### src/pkg/mft_pkg.sv
/*
  shared constants and carrier types of the timer pin and interrupt layer.
  assumes a 40 mhz apb clock and two timer instances on one apb slot.
*/
package mft_pkg;

  // ----------------------------------------------------------------
  // sizes
  // ----------------------------------------------------------------
  localparam int MFT_INSTS = 2;
  localparam int MFT_PADS = 16;
  localparam int MFT_PSEL_W = 4;
  localparam int MFT_AW = 12;

  // ----------------------------------------------------------------
  // register map: instance n sits at n * 0x40, pad select is shared
  // ----------------------------------------------------------------
  localparam logic [5:0] MFT_OFF_MCTRL = 6'h18;
  localparam logic [5:0] MFT_OFF_ICTRL = 6'h1c;
  localparam logic [5:0] MFT_OFF_ICLR = 6'h20;
  localparam logic [5:0] MFT_OFF_IPEND = 6'h24;
  localparam int MFT_INST_BIT = 6;
  localparam logic [MFT_AW-1:0] MFT_OFF_PADSEL = 12'h080;
  localparam logic [8:0] MFT_MCTRL_RST = 9'h000;
  localparam logic [3:0] MFT_IEN_RST = 4'h0;
  localparam logic [15:0] MFT_PADSEL_RST = 16'h0000;

  // ----------------------------------------------------------------
  // mode field encoding
  // ----------------------------------------------------------------
  typedef enum logic [1:0] {
    MFT_M1 = 2'b00,
    MFT_M2 = 2'b01,
    MFT_M3 = 2'b10,
    MFT_M4 = 2'b11
  } mft_mode_t;

  // mode control word, msb first: bit 8 down to bit 0
  typedef struct packed {
    logic pulse_train_select;
    logic tmr_enable;
    logic output_level_bit;
    logic second_pin_enable;
    logic first_pin_enable;
    logic second_edge_polarity;
    logic first_edge_polarity;
    mft_mode_t mode_select_field;
  } mft_ctrl_t;

  // events reported by the counter logic, same clock
  typedef struct packed {
    logic uflow1;
    logic reload1_a;
    logic reload1_b;
    logic uflow2;
    logic reload2_b;
  } mft_cnt_ev_t;

  // one-cycle commands back to the counter logic, plus hold levels
  typedef struct packed {
    logic cap_a;
    logic cap_b;
    logic preset1;
    logic preset2;
    logic ext_event;
    logic hold1;
    logic hold2;
  } mft_strobe_t;

  typedef struct packed {
    mft_ctrl_t ctrl;
    logic [3:0] source_irq_enable;
    logic [3:0] source_pending_flag;
    logic armed1;
    logic armed2;
    logic prev_a;
    logic prev_b;
    mft_strobe_t str;
    logic irq1;
    logic irq2;
  } mft_inst_t;

endpackage : mft_pkg

### src/rtl/mft_pins_irqs.sv
/*
  pin roles, capture pad selection, pending flags and interrupt lines of a
  dual multifunction timer, with an apb register slave.
  assumes counters and reload registers live in a neighbouring block on pclk,
  reporting underflow and reload events and obeying the strobes given here.
*/
`timescale 1ns/1ps

module mft_pins_irqs
  import mft_pkg::*;
(
  // clock and reset
  input wire logic pclk,
  input wire logic presetn,
  // apb slave
  input wire logic psel,
  input wire logic penable,
  input wire logic pwrite,
  input wire logic [MFT_AW-1:0] paddr,
  input wire logic [31:0] pwdata,
  output logic [31:0] prdata,
  output logic pready,
  output logic pslverr,
  // counter side, per instance
  input wire mft_cnt_ev_t [MFT_INSTS-1:0] cnt_ev,
  output mft_ctrl_t [MFT_INSTS-1:0] ctrl_o,
  output mft_strobe_t [MFT_INSTS-1:0] strobe_o,
  // device pads
  input wire logic [MFT_PADS-1:0] pad_in,
  output logic pwm_pad_one,
  output logic pwm_pad_two,
  // interrupt controller
  output logic inst1_irq_line_one,
  output logic inst1_irq_line_two,
  output logic inst2_irq_line_one,
  output logic inst2_irq_line_two
);

  // ----------------------------------------------------------------
  // state
  // ----------------------------------------------------------------
  typedef struct packed {
    mft_inst_t [MFT_INSTS-1:0] inst;
    logic [15:0] capture_pad_select;
    logic [MFT_PADS-1:0] sync1;
    logic [MFT_PADS-1:0] sync2;
    logic [31:0] rdata;
    logic ready;
    logic slverr;
  } mft_state_t;

  mft_state_t st_q;
  mft_state_t st_d;

  // elaboration guard: every pad must be reachable by one select nibble
  if (MFT_PADS > (1 << MFT_PSEL_W)) begin : g_bad_pads
    $error("pad count exceeds select width");
  end

  // ----------------------------------------------------------------
  // bus decode
  // ----------------------------------------------------------------
  logic acc_w;
  logic in_inst;
  logic [MFT_INSTS-1:0] hit_ctrl;
  logic [MFT_INSTS-1:0] hit_ien;
  logic [MFT_INSTS-1:0] hit_clr;
  logic [MFT_INSTS-1:0] hit_pend;
  logic hit_psel;
  logic [MFT_INSTS-1:0] edge_a;
  logic [MFT_INSTS-1:0] edge_b;

  // writes land only on the access edge that also sees pready
  assign acc_w = psel && penable && st_q.ready && pwrite;
  assign in_inst = (paddr[MFT_AW-1:MFT_INST_BIT+1] == '0);
  assign hit_psel = (paddr == MFT_OFF_PADSEL);

  genvar gi;
  generate
    for (gi = 0; gi < MFT_INSTS; gi++) begin : g_inst
      logic sel_i;
      logic [MFT_PSEL_W-1:0] sa;
      logic [MFT_PSEL_W-1:0] sb;
      logic cur_a;
      logic cur_b;
      assign sel_i = in_inst && (paddr[MFT_INST_BIT] == 1'(gi));
      assign hit_ctrl[gi] = sel_i && (paddr[5:0] == MFT_OFF_MCTRL);
      assign hit_ien[gi] = sel_i && (paddr[5:0] == MFT_OFF_ICTRL);
      assign hit_clr[gi] = sel_i && (paddr[5:0] == MFT_OFF_ICLR);
      assign hit_pend[gi] = sel_i && (paddr[5:0] == MFT_OFF_IPEND);
      // each capture input picks its own synchronised pad
      assign sa = st_q.capture_pad_select[gi*8 +: MFT_PSEL_W];
      assign sb = st_q.capture_pad_select[gi*8+4 +: MFT_PSEL_W];
      assign cur_a = st_q.sync2[sa];
      assign cur_b = st_q.sync2[sb];
      // polarity bit: 1 rising, 0 falling
      assign edge_a[gi] = st_q.inst[gi].ctrl.first_edge_polarity ?
                          (cur_a && !st_q.inst[gi].prev_a) : (!cur_a && st_q.inst[gi].prev_a);
      assign edge_b[gi] = st_q.inst[gi].ctrl.second_edge_polarity ?
                          (cur_b && !st_q.inst[gi].prev_b) : (!cur_b && st_q.inst[gi].prev_b);
    end
  endgenerate

  // ----------------------------------------------------------------
  // next state
  // ----------------------------------------------------------------
  always_comb begin
    mft_inst_t n;
    mft_mode_t m;
    logic capa;
    logic capb;
    logic [3:0] setv;
    logic [3:0] clrv;
    n = '0;
    m = MFT_M1;
    capa = 1'b0;
    capb = 1'b0;
    setv = '0;
    clrv = '0;
    st_d = st_q;
    // two flops per pad; only sync2 feeds any logic
    st_d.sync1 = pad_in;
    st_d.sync2 = st_q.sync1;
    for (int i = 0; i < MFT_INSTS; i++) begin
      n = st_q.inst[i];
      m = n.ctrl.mode_select_field;
      n.prev_a = g_cur_a(i);
      n.prev_b = g_cur_b(i);
      // capture roles depend on mode
      capa = n.ctrl.tmr_enable && edge_a[i] && (m == MFT_M2);
      capb = n.ctrl.tmr_enable && edge_b[i] && (m == MFT_M2 || m == MFT_M4);
      n.str.cap_a = capa;
      n.str.cap_b = capb;
      // preset only while the pin's enable is set
      n.str.preset1 = (capa && n.ctrl.first_pin_enable) ||
                      (capb && (m == MFT_M2) && n.ctrl.second_pin_enable);
      n.str.preset2 = capb && (m == MFT_M4) && n.ctrl.second_pin_enable;
      // event input in mode 3, and in mode 1 unless pulse train
      n.str.ext_event = n.ctrl.tmr_enable && edge_b[i] &&
                        ((m == MFT_M1 && !n.ctrl.pulse_train_select) || m == MFT_M3);
      // counting waits for the first capture; disabling re-arms
      n.armed1 = n.ctrl.tmr_enable && (n.armed1 || capa || capb);
      n.armed2 = n.ctrl.tmr_enable && (n.armed2 || capb);
      n.str.hold1 = (m == MFT_M2) && !n.armed1;
      n.str.hold2 = (m == MFT_M4) && !n.armed2;
      // toggle keeps the level bit equal to the pin
      if (n.ctrl.first_pin_enable && cnt_ev[i].uflow1 && m != MFT_M2) begin
        n.ctrl.output_level_bit = !n.ctrl.output_level_bit;
      end
      // source events per mode
      setv[0] = (m != MFT_M2 && cnt_ev[i].reload1_a) || capa;
      setv[1] = (m == MFT_M1 && cnt_ev[i].reload1_b) || capb;
      setv[2] = (m == MFT_M2) && cnt_ev[i].uflow1;
      setv[3] = (m == MFT_M3) ? cnt_ev[i].reload2_b : cnt_ev[i].uflow2;
      clrv = '0;
      if (acc_w && hit_clr[i]) begin
        clrv = pwdata[3:0];
      end
      // sticky, and a set in the clear cycle wins
      n.source_pending_flag = (n.source_pending_flag & ~clrv) | setv;
      // software write of the level bit overrides a same-cycle toggle
      if (acc_w && hit_ctrl[i]) begin
        n.ctrl = pwdata[8:0];
      end
      if (acc_w && hit_ien[i]) begin
        n.source_irq_enable = pwdata[3:0];
      end
      // a, b, c share line one; d alone on line two
      n.irq1 = |(st_q.inst[i].source_pending_flag[2:0] & st_q.inst[i].source_irq_enable[2:0]);
      n.irq2 = st_q.inst[i].source_pending_flag[3] && st_q.inst[i].source_irq_enable[3];
      st_d.inst[i] = n;
    end
    if (acc_w && hit_psel) begin
      st_d.capture_pad_select = pwdata[15:0];
    end
    // read data prepared in setup so that pready can come from a flop
    st_d.ready = psel && !penable;
    st_d.slverr = 1'b0;
    st_d.rdata = '0;
    if (psel && !penable) begin
      st_d.slverr = 1'b1;
      if (hit_psel) begin
        st_d.rdata = {16'h0000, st_q.capture_pad_select};
        st_d.slverr = 1'b0;
      end
      for (int i = 0; i < MFT_INSTS; i++) begin
        if (hit_ctrl[i]) begin
          st_d.rdata = {23'h000000, st_q.inst[i].ctrl};
          st_d.slverr = 1'b0;
        end
        if (hit_ien[i]) begin
          st_d.rdata = {28'h0000000, st_q.inst[i].source_irq_enable};
          st_d.slverr = 1'b0;
        end
        if (hit_pend[i]) begin
          st_d.rdata = {28'h0000000, st_q.inst[i].source_pending_flag};
          st_d.slverr = 1'b0;
        end
        if (hit_clr[i]) begin
          st_d.slverr = 1'b0;
        end
      end
    end
  end

  // current selected pad levels, reused to remember the last sample
  function automatic logic g_cur_a(input int i);
    g_cur_a = st_q.sync2[st_q.capture_pad_select[i*8 +: MFT_PSEL_W]];
  endfunction : g_cur_a

  function automatic logic g_cur_b(input int i);
    g_cur_b = st_q.sync2[st_q.capture_pad_select[i*8+4 +: MFT_PSEL_W]];
  endfunction : g_cur_b

  // ----------------------------------------------------------------
  // registers
  // ----------------------------------------------------------------
  always_ff @(posedge pclk or negedge presetn) begin
    if (!presetn) begin
      st_q <= '0;
      for (int i = 0; i < MFT_INSTS; i++) begin
        st_q.inst[i].ctrl <= MFT_MCTRL_RST;
        st_q.inst[i].source_irq_enable <= MFT_IEN_RST;
      end
      st_q.capture_pad_select <= MFT_PADSEL_RST;
    end else begin
      st_q <= st_d;
    end
  end

  // ----------------------------------------------------------------
  // outputs, all straight from st_q
  // ----------------------------------------------------------------
  assign prdata = st_q.rdata;
  assign pready = st_q.ready;
  assign pslverr = st_q.slverr;
  assign pwm_pad_one = st_q.inst[0].ctrl.output_level_bit;
  assign pwm_pad_two = st_q.inst[1].ctrl.output_level_bit;
  assign inst1_irq_line_one = st_q.inst[0].irq1;
  assign inst1_irq_line_two = st_q.inst[0].irq2;
  assign inst2_irq_line_one = st_q.inst[1].irq1;
  assign inst2_irq_line_two = st_q.inst[1].irq2;

  generate
    for (gi = 0; gi < MFT_INSTS; gi++) begin : g_out
      assign ctrl_o[gi] = st_q.inst[gi].ctrl;
      assign strobe_o[gi] = st_q.inst[gi].str;
    end
  endgenerate

  generate
    for (gi = 0; gi < MFT_INSTS; gi++) begin : g_chk
      logic wr_c;
      logic clr_any;
      assign wr_c = acc_w && hit_ctrl[gi];
      assign clr_any = acc_w && hit_clr[gi];

    end
  endgenerate
endmodule : mft_pins_irqs

### config.mk
export PLATFORM = sky130hd
export DESIGN_NAME = mft_pins_irqs
export DESIGN_NICKNAME = d
export VERILOG_FILES = /design/src/pkg/mft_pkg.sv /design/src/rtl/mft_pins_irqs.sv
export SDC_FILE = /design/constraint.sdc
export NUM_CORES = 1
export LEC_CHECK = 0
export ABC_AREA = 1
export ABC_CLOCK_PERIOD_IN_PS = 2000
export BUFFER_PORTS_ARGS = -buffer_cell sky130_fd_sc_hd__buf_2
export CAP_MARGIN = 20
export CORE_ASPECT_RATIO = 1.4
export CORE_UTILIZATION = 50
export CTS_BUF_LIST = sky130_fd_sc_hd__clkbuf_4
export DETAILED_ROUTE_END_ITERATION = 8
export PLACE_DENSITY = 0.73
export SLEW_MARGIN = 10
export SYNTH_ARGS = -nofsm -noshare
export SYNTH_HDL_FRONTEND = slang
export SYNTH_SLANG_ARGS = --single-unit
export TNS_END_PERCENT = 1
### constraint.sdc
create_clock -name pclk -period 2 [get_ports pclk]
set_input_delay 0.5 -clock pclk [delete_from_list [all_inputs] [get_ports pclk]]
set_output_delay 0.5 -clock pclk [all_outputs]
set_load 0.02 [all_outputs]
After elaboration in Yosys (flattened, before gate mapping) --
Cells that the tools add are included.
Word-level totals: register bits after elaboration 142, bits of input ports 75
Cells by class: $lt $le $gt $ge 4, mux-type cells 38, bitwise logic cells 9, reductions and logical operators 111, eq/ne operators 13
Operators with widths (number):
- 32-bit two-way mux | 6
- 1-bit logical AND | 71
- 16-bit two-way mux | 2
- 1-bit two-way mux | 22
- 4-bit by 5-bit less-than comparator with 1-bit output (second input constant) | 4
- 1-bit zero test | 17
- 1-bit binary-select mux with 4-bit select | 4
- 1-bit logical OR | 16
- 7-bit two-way mux | 2
- 12-bit by 8-bit equality test with 1-bit output (second input constant) | 1
- 6-bit by 5-bit equality test with 1-bit output (second input constant) | 2
- 6-bit equality test (second input constant) | 2
- 4-bit AND | 2
- 2-bit equality test (second input constant) | 4
- 4-bit two-way mux | 2
- 4-bit inverter | 2
- 4-bit OR | 2
- 3-bit AND | 2
- 3-bit OR reduction | 2
- 5-bit zero test | 1
- 2-bit by 1-bit equality test with 1-bit output (second input constant) | 2
- 2-bit zero test | 2
- 2-bit by 1-bit inequality test with 1-bit output (second input constant) | 2
- 2-bit nonzero test | 2
- 1-bit inverter | 1

Logic depth before layout (Yosys ltp) --
Gate-level depths: netlist (run 1).
depth in word-level cells 12, mapped depth 13, depth with buffers taken out 12

Worst setup path after synthesis (run 1) --
No wires, ideal clock.
kind input to register, start point in paddr[10], end point reg st_q (netlist bit ctrl_o[9]), slack 405 ps, data required time 1880 ps, stages on the path 9, arrival time 1475 ps, library setup time 120 ps, buffers on the path 1, path through nor2_1 > nand2_2 > nor3_4 > nand2_2 > inv_2 > nand2_2 > buf_6 > nand2_1 > o21ai_2
Between the ends: cells in the longest elaborated chain, start to end 4
Ends and longest elaborated chain:
- start: declaration | RTL line mft_pins_irqs.sv:19 | input wire logic [MFT_AW-1:0] paddr,
- 5-bit zero test | RTL line mft_pins_irqs.sv:75 | assign in_inst = (paddr[MFT_AW-1:MFT_INST_BIT+1] == '0);
- 1-bit logical AND | RTL line mft_pins_irqs.sv:86 | assign sel_i = in_inst && (paddr[MFT_INST_BIT] == 1'(gi));
- 1-bit logical AND | RTL line mft_pins_irqs.sv:87 | assign hit_ctrl[gi] = sel_i && (paddr[5:0] == MFT_OFF_MCTRL);
- 1-bit logical AND
- end signal: assignment | RTL line mft_pins_irqs.sv:227 | st_q <= st_d;
- end: declaration | RTL line mft_pins_irqs.sv:52 | mft_state_t st_q;
Every way passes these cells. A chain may end at the register's enable or synchronous reset.

Final worst setup path (run 1) --
start point reg st_q (netlist bit ctrl_o[16]), end point out ctrl_o[16] (netlist bit)
RTL lines:
- end: declaration | RTL line mft_pins_irqs.sv:26 | output mft_ctrl_t [MFT_INSTS-1:0] ctrl_o,
No word-level cell between the ends.

==> out/results.ini, run 1 <==
[timing]
setup_viol_count_final=0
hold-worst-slack_ns=0.0579
maxClockFrequency_ghz=0.543
fin_worst_skew_ns=0.0185
hold_viol=0
period_minus_slack_ns=1.84
rsz0062_at_grt=no
maxSlewViolCount=0
fin_crit_sh=0.921

[critical_path]
cpMaxStageDelayCell=dfrtp_1
arrival_ns=1.34
critPathBufInv=1
start_kind=flop
critPathRequiredTime_ns=1.50
crit_chain=buf_2
cpLargestDelayFamily=flip-flops
crit_type=flop to output port
crit_path_max_incr_delay_ns=0.56
endpoint_kind=output port
cp_max_fo=7

[final_layout]
final_common_cell=nand2_1
final_util=0.576
drive_gt1_frac=0.268
diodes=0
final_cell_mix=nand2_1, dfrtp_1, buf_2
postLayoutCellArea_um2=6840
stdcell_count=950
fin_nets=865
synthToLayoutAreaGrowth_pct=12.1

[drt]
vias=4936
final_antenna_net_count=0
routed_wl_mm=15.2
viasPerCell=5.20
wire_per_inst_um=16.0
drc=0
first_pass_iters=6
drt_iter0_drc=261

[logic_synthesis]
synthArstFlopShare=1.00
ys_ff_latch=126
syn_inst=695
synth_edf_count=0
ys.flop_type=dfrtp_1
ys_warn_count=0
ys_seq_area_frac=0.517
yosysUniqueCellTypes=40
synth.cell_area_um2=6100
syn_avg_cell_area_um2=8.78

[global_routing]
grt_pass1_wl_mm=24.4
grt-ovfl-total=0
grtUsageTotal=0.259
antenna_found_initial=0
grt_max_degree=61
grt_pass1_vias=5025

[pwr]
max-vdd-ir-drop_mv=0.535
p_leak_nw=3.59
powerDensity_nw_per_um2=689
finalPower_mw=4.72

[placement]
routabilityCongestion=0.943
dp_hpwl_mm=11.7
dp_cells=917
io_buffers=114
dpl_cell_area_um2=6540

[die]
die_h_um=133
die_area_um2=12700
initial_core_util=0.514
coreArea_um2=11900
rows=47
die_w_um=95.4
num_io_pins=147

[clock_tree]
clock_latency_ns=0.55
cts_buffer_depth=2
root_buffer=clkbuf_4
cts_resized=0
clock_sinks=126
cts_buffers=17
htree_num_levels=4
clkTransAtPathRegs_ns=0.13
cts_tree=yes

[flow_run]
drv_cap=0

[status]
status=finished clean

[worst_hold_path]
hold_path.class=input pin to flop

-- kinds of logic after synthesis --
| logic type | Yosys count | synth area share |
|---|---|---|
| xor gates and xnor gates | 2 | 0.00287 |
| and+or+nand+nor | 304 | 0.237 |
| other | 1 | 0.000615 |
| DFF | 126 | 0.517 |
| AOI/OAI and AO/OA | 104 | 0.0994 |
| buffers and inverters | 158 | 0.143 |
-- state kept, by name (all words and copies together) (netlist names) --
signal,flops
g_inst.sa,8
ctrl_o,16
inst1_irq_line_one,1
pwm_pad_two,1
strobe_o,14
pwm_pad_one,1
st_q,40
inst1_irq_line_two,1
st_d,16
pslverr,1
prdata,16
inst2_irq_line_one,1
pready,1
g_inst.sb,8
inst2_irq_line_two,1
-- what timing repair did --
item	in CTS	in global routing
setup buffers	0	0
endpoints found under the hold margin	16	0
hold buffers	1	0
setup endpoints to repair	0	0
-- cells in the mapped netlist, types with 6 or more instances --
cell type	n	share of area
o21ai_0	50	0.041
inv_2	6	0.0037
nand2_2	9	0.0092
dfrtp_1	126	0.52
nand2_1	154	0.095
buf_4	66	0.081
inv_1	77	0.047
nand3_2	7	0.011
nor2_1	33	0.020
o211ai_1	11	0.014
a21oi_1	23	0.019
o21ai_2	8	0.011
nor3_1	7	0.0057
nand3_1	69	0.057
-- report_power, final --
group / switching [mW] / leakage [nW] / internal, mW
clock: 1.04 / 0.151 / 0.778
sequential: 0.0154 / 1.57 / 2.59
combinational: 0.205 / 1.87 / 0.0910
total: 1.26 / 3.59 / 3.46
-- final timing paths --
check,from,end,slack [ns],cells after the start
max reg2reg,g_inst[0].sa[0],strobe_o[1],0.21,12
max,ctrl_o[16],ctrl_o[16],0.16,1
max in group asynchronous,presetn,st_q[41],1.04,3
min,pad_in[4],st_d[38],0.06,1
min in group asynchronous,presetn,st_q[99],0.36,2
min reg2reg,st_d[45],st_q[45],0.35,0
-- metal layers --
metal / routed length, um / share of wire / GRT usage
met2: 8130 / 0.54 / 0.446
met3: 726 / 0.048 / 0.0592
met5: 0 / 0 / 0
met1: 5790 / 0.38 / 0.287
met4: 515 / 0.034 / 0.142
-- through the flow --
stage                TNS, ns  setup WS, ns
floorplan                  0         0.405
global placement           0        0.0559
detailed placement  -0.00411      -0.00217
CTS                        0         0.136
global route               0        0.0794
finish                     0         0.158
-- cell type report --
type / instances / area (um^2)
clock buffer: 18 / 135
clock inverter: 14 / 158
fill: 1082 / 5040
inverter: 85 / 319
multi-input combinational: 426 / 2130
sequential: 126 / 3150
tap: 147 / 184
timing repair buffer: 134 / 763
Power figures use the tool's default switching activity.
==> inputs of run 2 (changes only) <==
--- a/config.mk
+++ b/config.mk
@@ -12,8 +12,10 @@
 export CORE_ASPECT_RATIO = 1.4
 export CORE_UTILIZATION = 50
 export CTS_BUF_LIST = sky130_fd_sc_hd__clkbuf_4
+export CTS_CLUSTER_DIAMETER = 50
 export DETAILED_ROUTE_END_ITERATION = 8
 export PLACE_DENSITY = 0.73
+export RECOVER_POWER = 25
 export SLEW_MARGIN = 10
 export SYNTH_ARGS = -nofsm -noshare
 export SYNTH_HDL_FRONTEND = slang
==> out/results.ini, run 2 (same netlist as run 1, synthesis figures left out) <==
[final_layout]
final_cell_mix=nand2_1, dfrtp_1, buf_2
final-seq-area_um2=3150
fillers=1084
largest_reg_flops=40
multi_input_area_um2=2130
postLayoutCellArea_um2=6830
regMostFlops=st_q
diodes=0
final_common_cell=nand2_1
fin_nets=865
synthToLayoutAreaGrowth_pct=11.9
stdcell_count=950
drive_gt1_frac=0.265

[global_routing]
grtUsageTotal=0.259
grt-ovfl-total=0
grt_pass1_wl_mm=24.4
grt_pass1_vias=5025
grt_max_degree=61
antenna_found_initial=0

[drt]
routed_wl_mm=15.1
vias=4937
first_pass_iters=6
final_antenna_net_count=0
wire_per_inst_um=15.9
drt_iter0_drc=263
drc=0
viasPerCell=5.20

[clock_tree]
cts_buffer_depth=2
cts_buffers=17
clock_latency_ns=0.54
cts_tree=yes
cts_setup_buffers=0
clock_sinks=126
clkTransAtPathRegs_ns=0.13
htree_num_levels=4
root_buffer=clkbuf_4

[pwr]
finalPower_mw=4.71
p_leak_nw=3.58
max-vdd-ir-drop_mv=0.536
powerDensity_nw_per_um2=690

[timing]
fin_crit_sh=0.918
setup_viol_count_final=0
maxClockFrequency_ghz=0.545
worstMarginPinSlew_ns=1.09
rsz0062_at_grt=no
setup_tns_ns=0
relSlewSlack=0.272
finalWorstSetupSlack_ns=0.164
period_minus_slack_ns=1.84
fin_worst_skew_ns=0.0184
hold_viol=0
maxSlewViolCount=0

[critical_path]
critPathBufInv=1
endpoint_kind=output port
crit_chain=buf_2
r2r-start=g_inst[0].sa[0]
cpMaxStageDelayCell=dfrtp_1
cpLargestDelayFamily=flip-flops
start_kind=flop
reg2reg_slack_ns=0.24
worst-r2r-cell-count=12
crit_path_max_incr_delay_ns=0.57
arrival_ns=1.34
crit_type=flop to output port
critPathRequiredTime_ns=1.50
r2r-end=strobe_o[1]
cp_max_fo=7

[placement]
dpl_cell_area_um2=6540
dp_hpwl_mm=11.7
io_buffers=114
routabilityCongestion=0.943
pre_cts_slack_ns=-0.00217
dp_cells=917

[die]
coreArea_um2=11900
die_w_um=95.4
die_h_um=133
num_io_pins=147
rows=47
die_area_um2=12700
initial_core_util=0.514

[worst_hold_path]
min_to=st_d[38]
hold_path.class=input pin to flop
hold_start=pad_in[4]
hold_depth=1

[flow_run]
drv_cap=0

[status]
status=finished clean

[run 2: changes by cell type in the layout (fill, tap and decap cells not counted), sizes merged]
cell | before | now
buf | 133 | 131
clkbuf | 18 | 20
[run 2: how the worst max path moves through the flow]
stage                     startpoint    endpoint  depth (start not counted)
final                     ctrl_o[16]  ctrl_o[16]                          1
after global routing      ctrl_o[16]  ctrl_o[16]                          1
after CTS                 ctrl_o[16]  ctrl_o[16]                          1
after detailed placement   paddr[10]   prdata[7]                         10
after global placement     paddr[10]   prdata[3]                         12
after floorplan            paddr[10]   ctrl_o[9]                          9
[run 2: repair_timing]
action	CTS	global route
hold buffers	1	0
hold endpoints to repair	16	0
resized for setup	0	0
[run 2: area by class of cell]
cell class              instances  share of cell area
clock inverters                14              0.0231
inverters                      85              0.0467
flip-flops and latches        126               0.462
clock buffers                  18              0.0198
repair buffers                134               0.109
multi-input cells             426               0.312
well taps                     147              0.0269
[run 2: stage by stage]
step,utilization,hold slack [ns]
after detailed placement,0.551,0.335
after global placement,0.551,0.333
final,0.575,0.0681
after floorplan,-,0.204
after CTS,0.576,0.0340
after global routing,0.575,0.0104
[run 2: where the power goes]
part | switching, mW | leakage [nW] | internal, mW
logic | 0.205 | 1.86 | 0.0872
clock network | 1.04 | 0.151 | 0.779
registers | 0.0153 | 1.57 | 2.59
[run 2: routing by layer]
metal	routed length [um]	GRT usage	vias to the layer above
met2	8130	0.446	203
met1	5730	0.287	2336
met5	0	0	-
met3	733	0.0592	45
met4	539	0.142	0
li1	-	-	2353
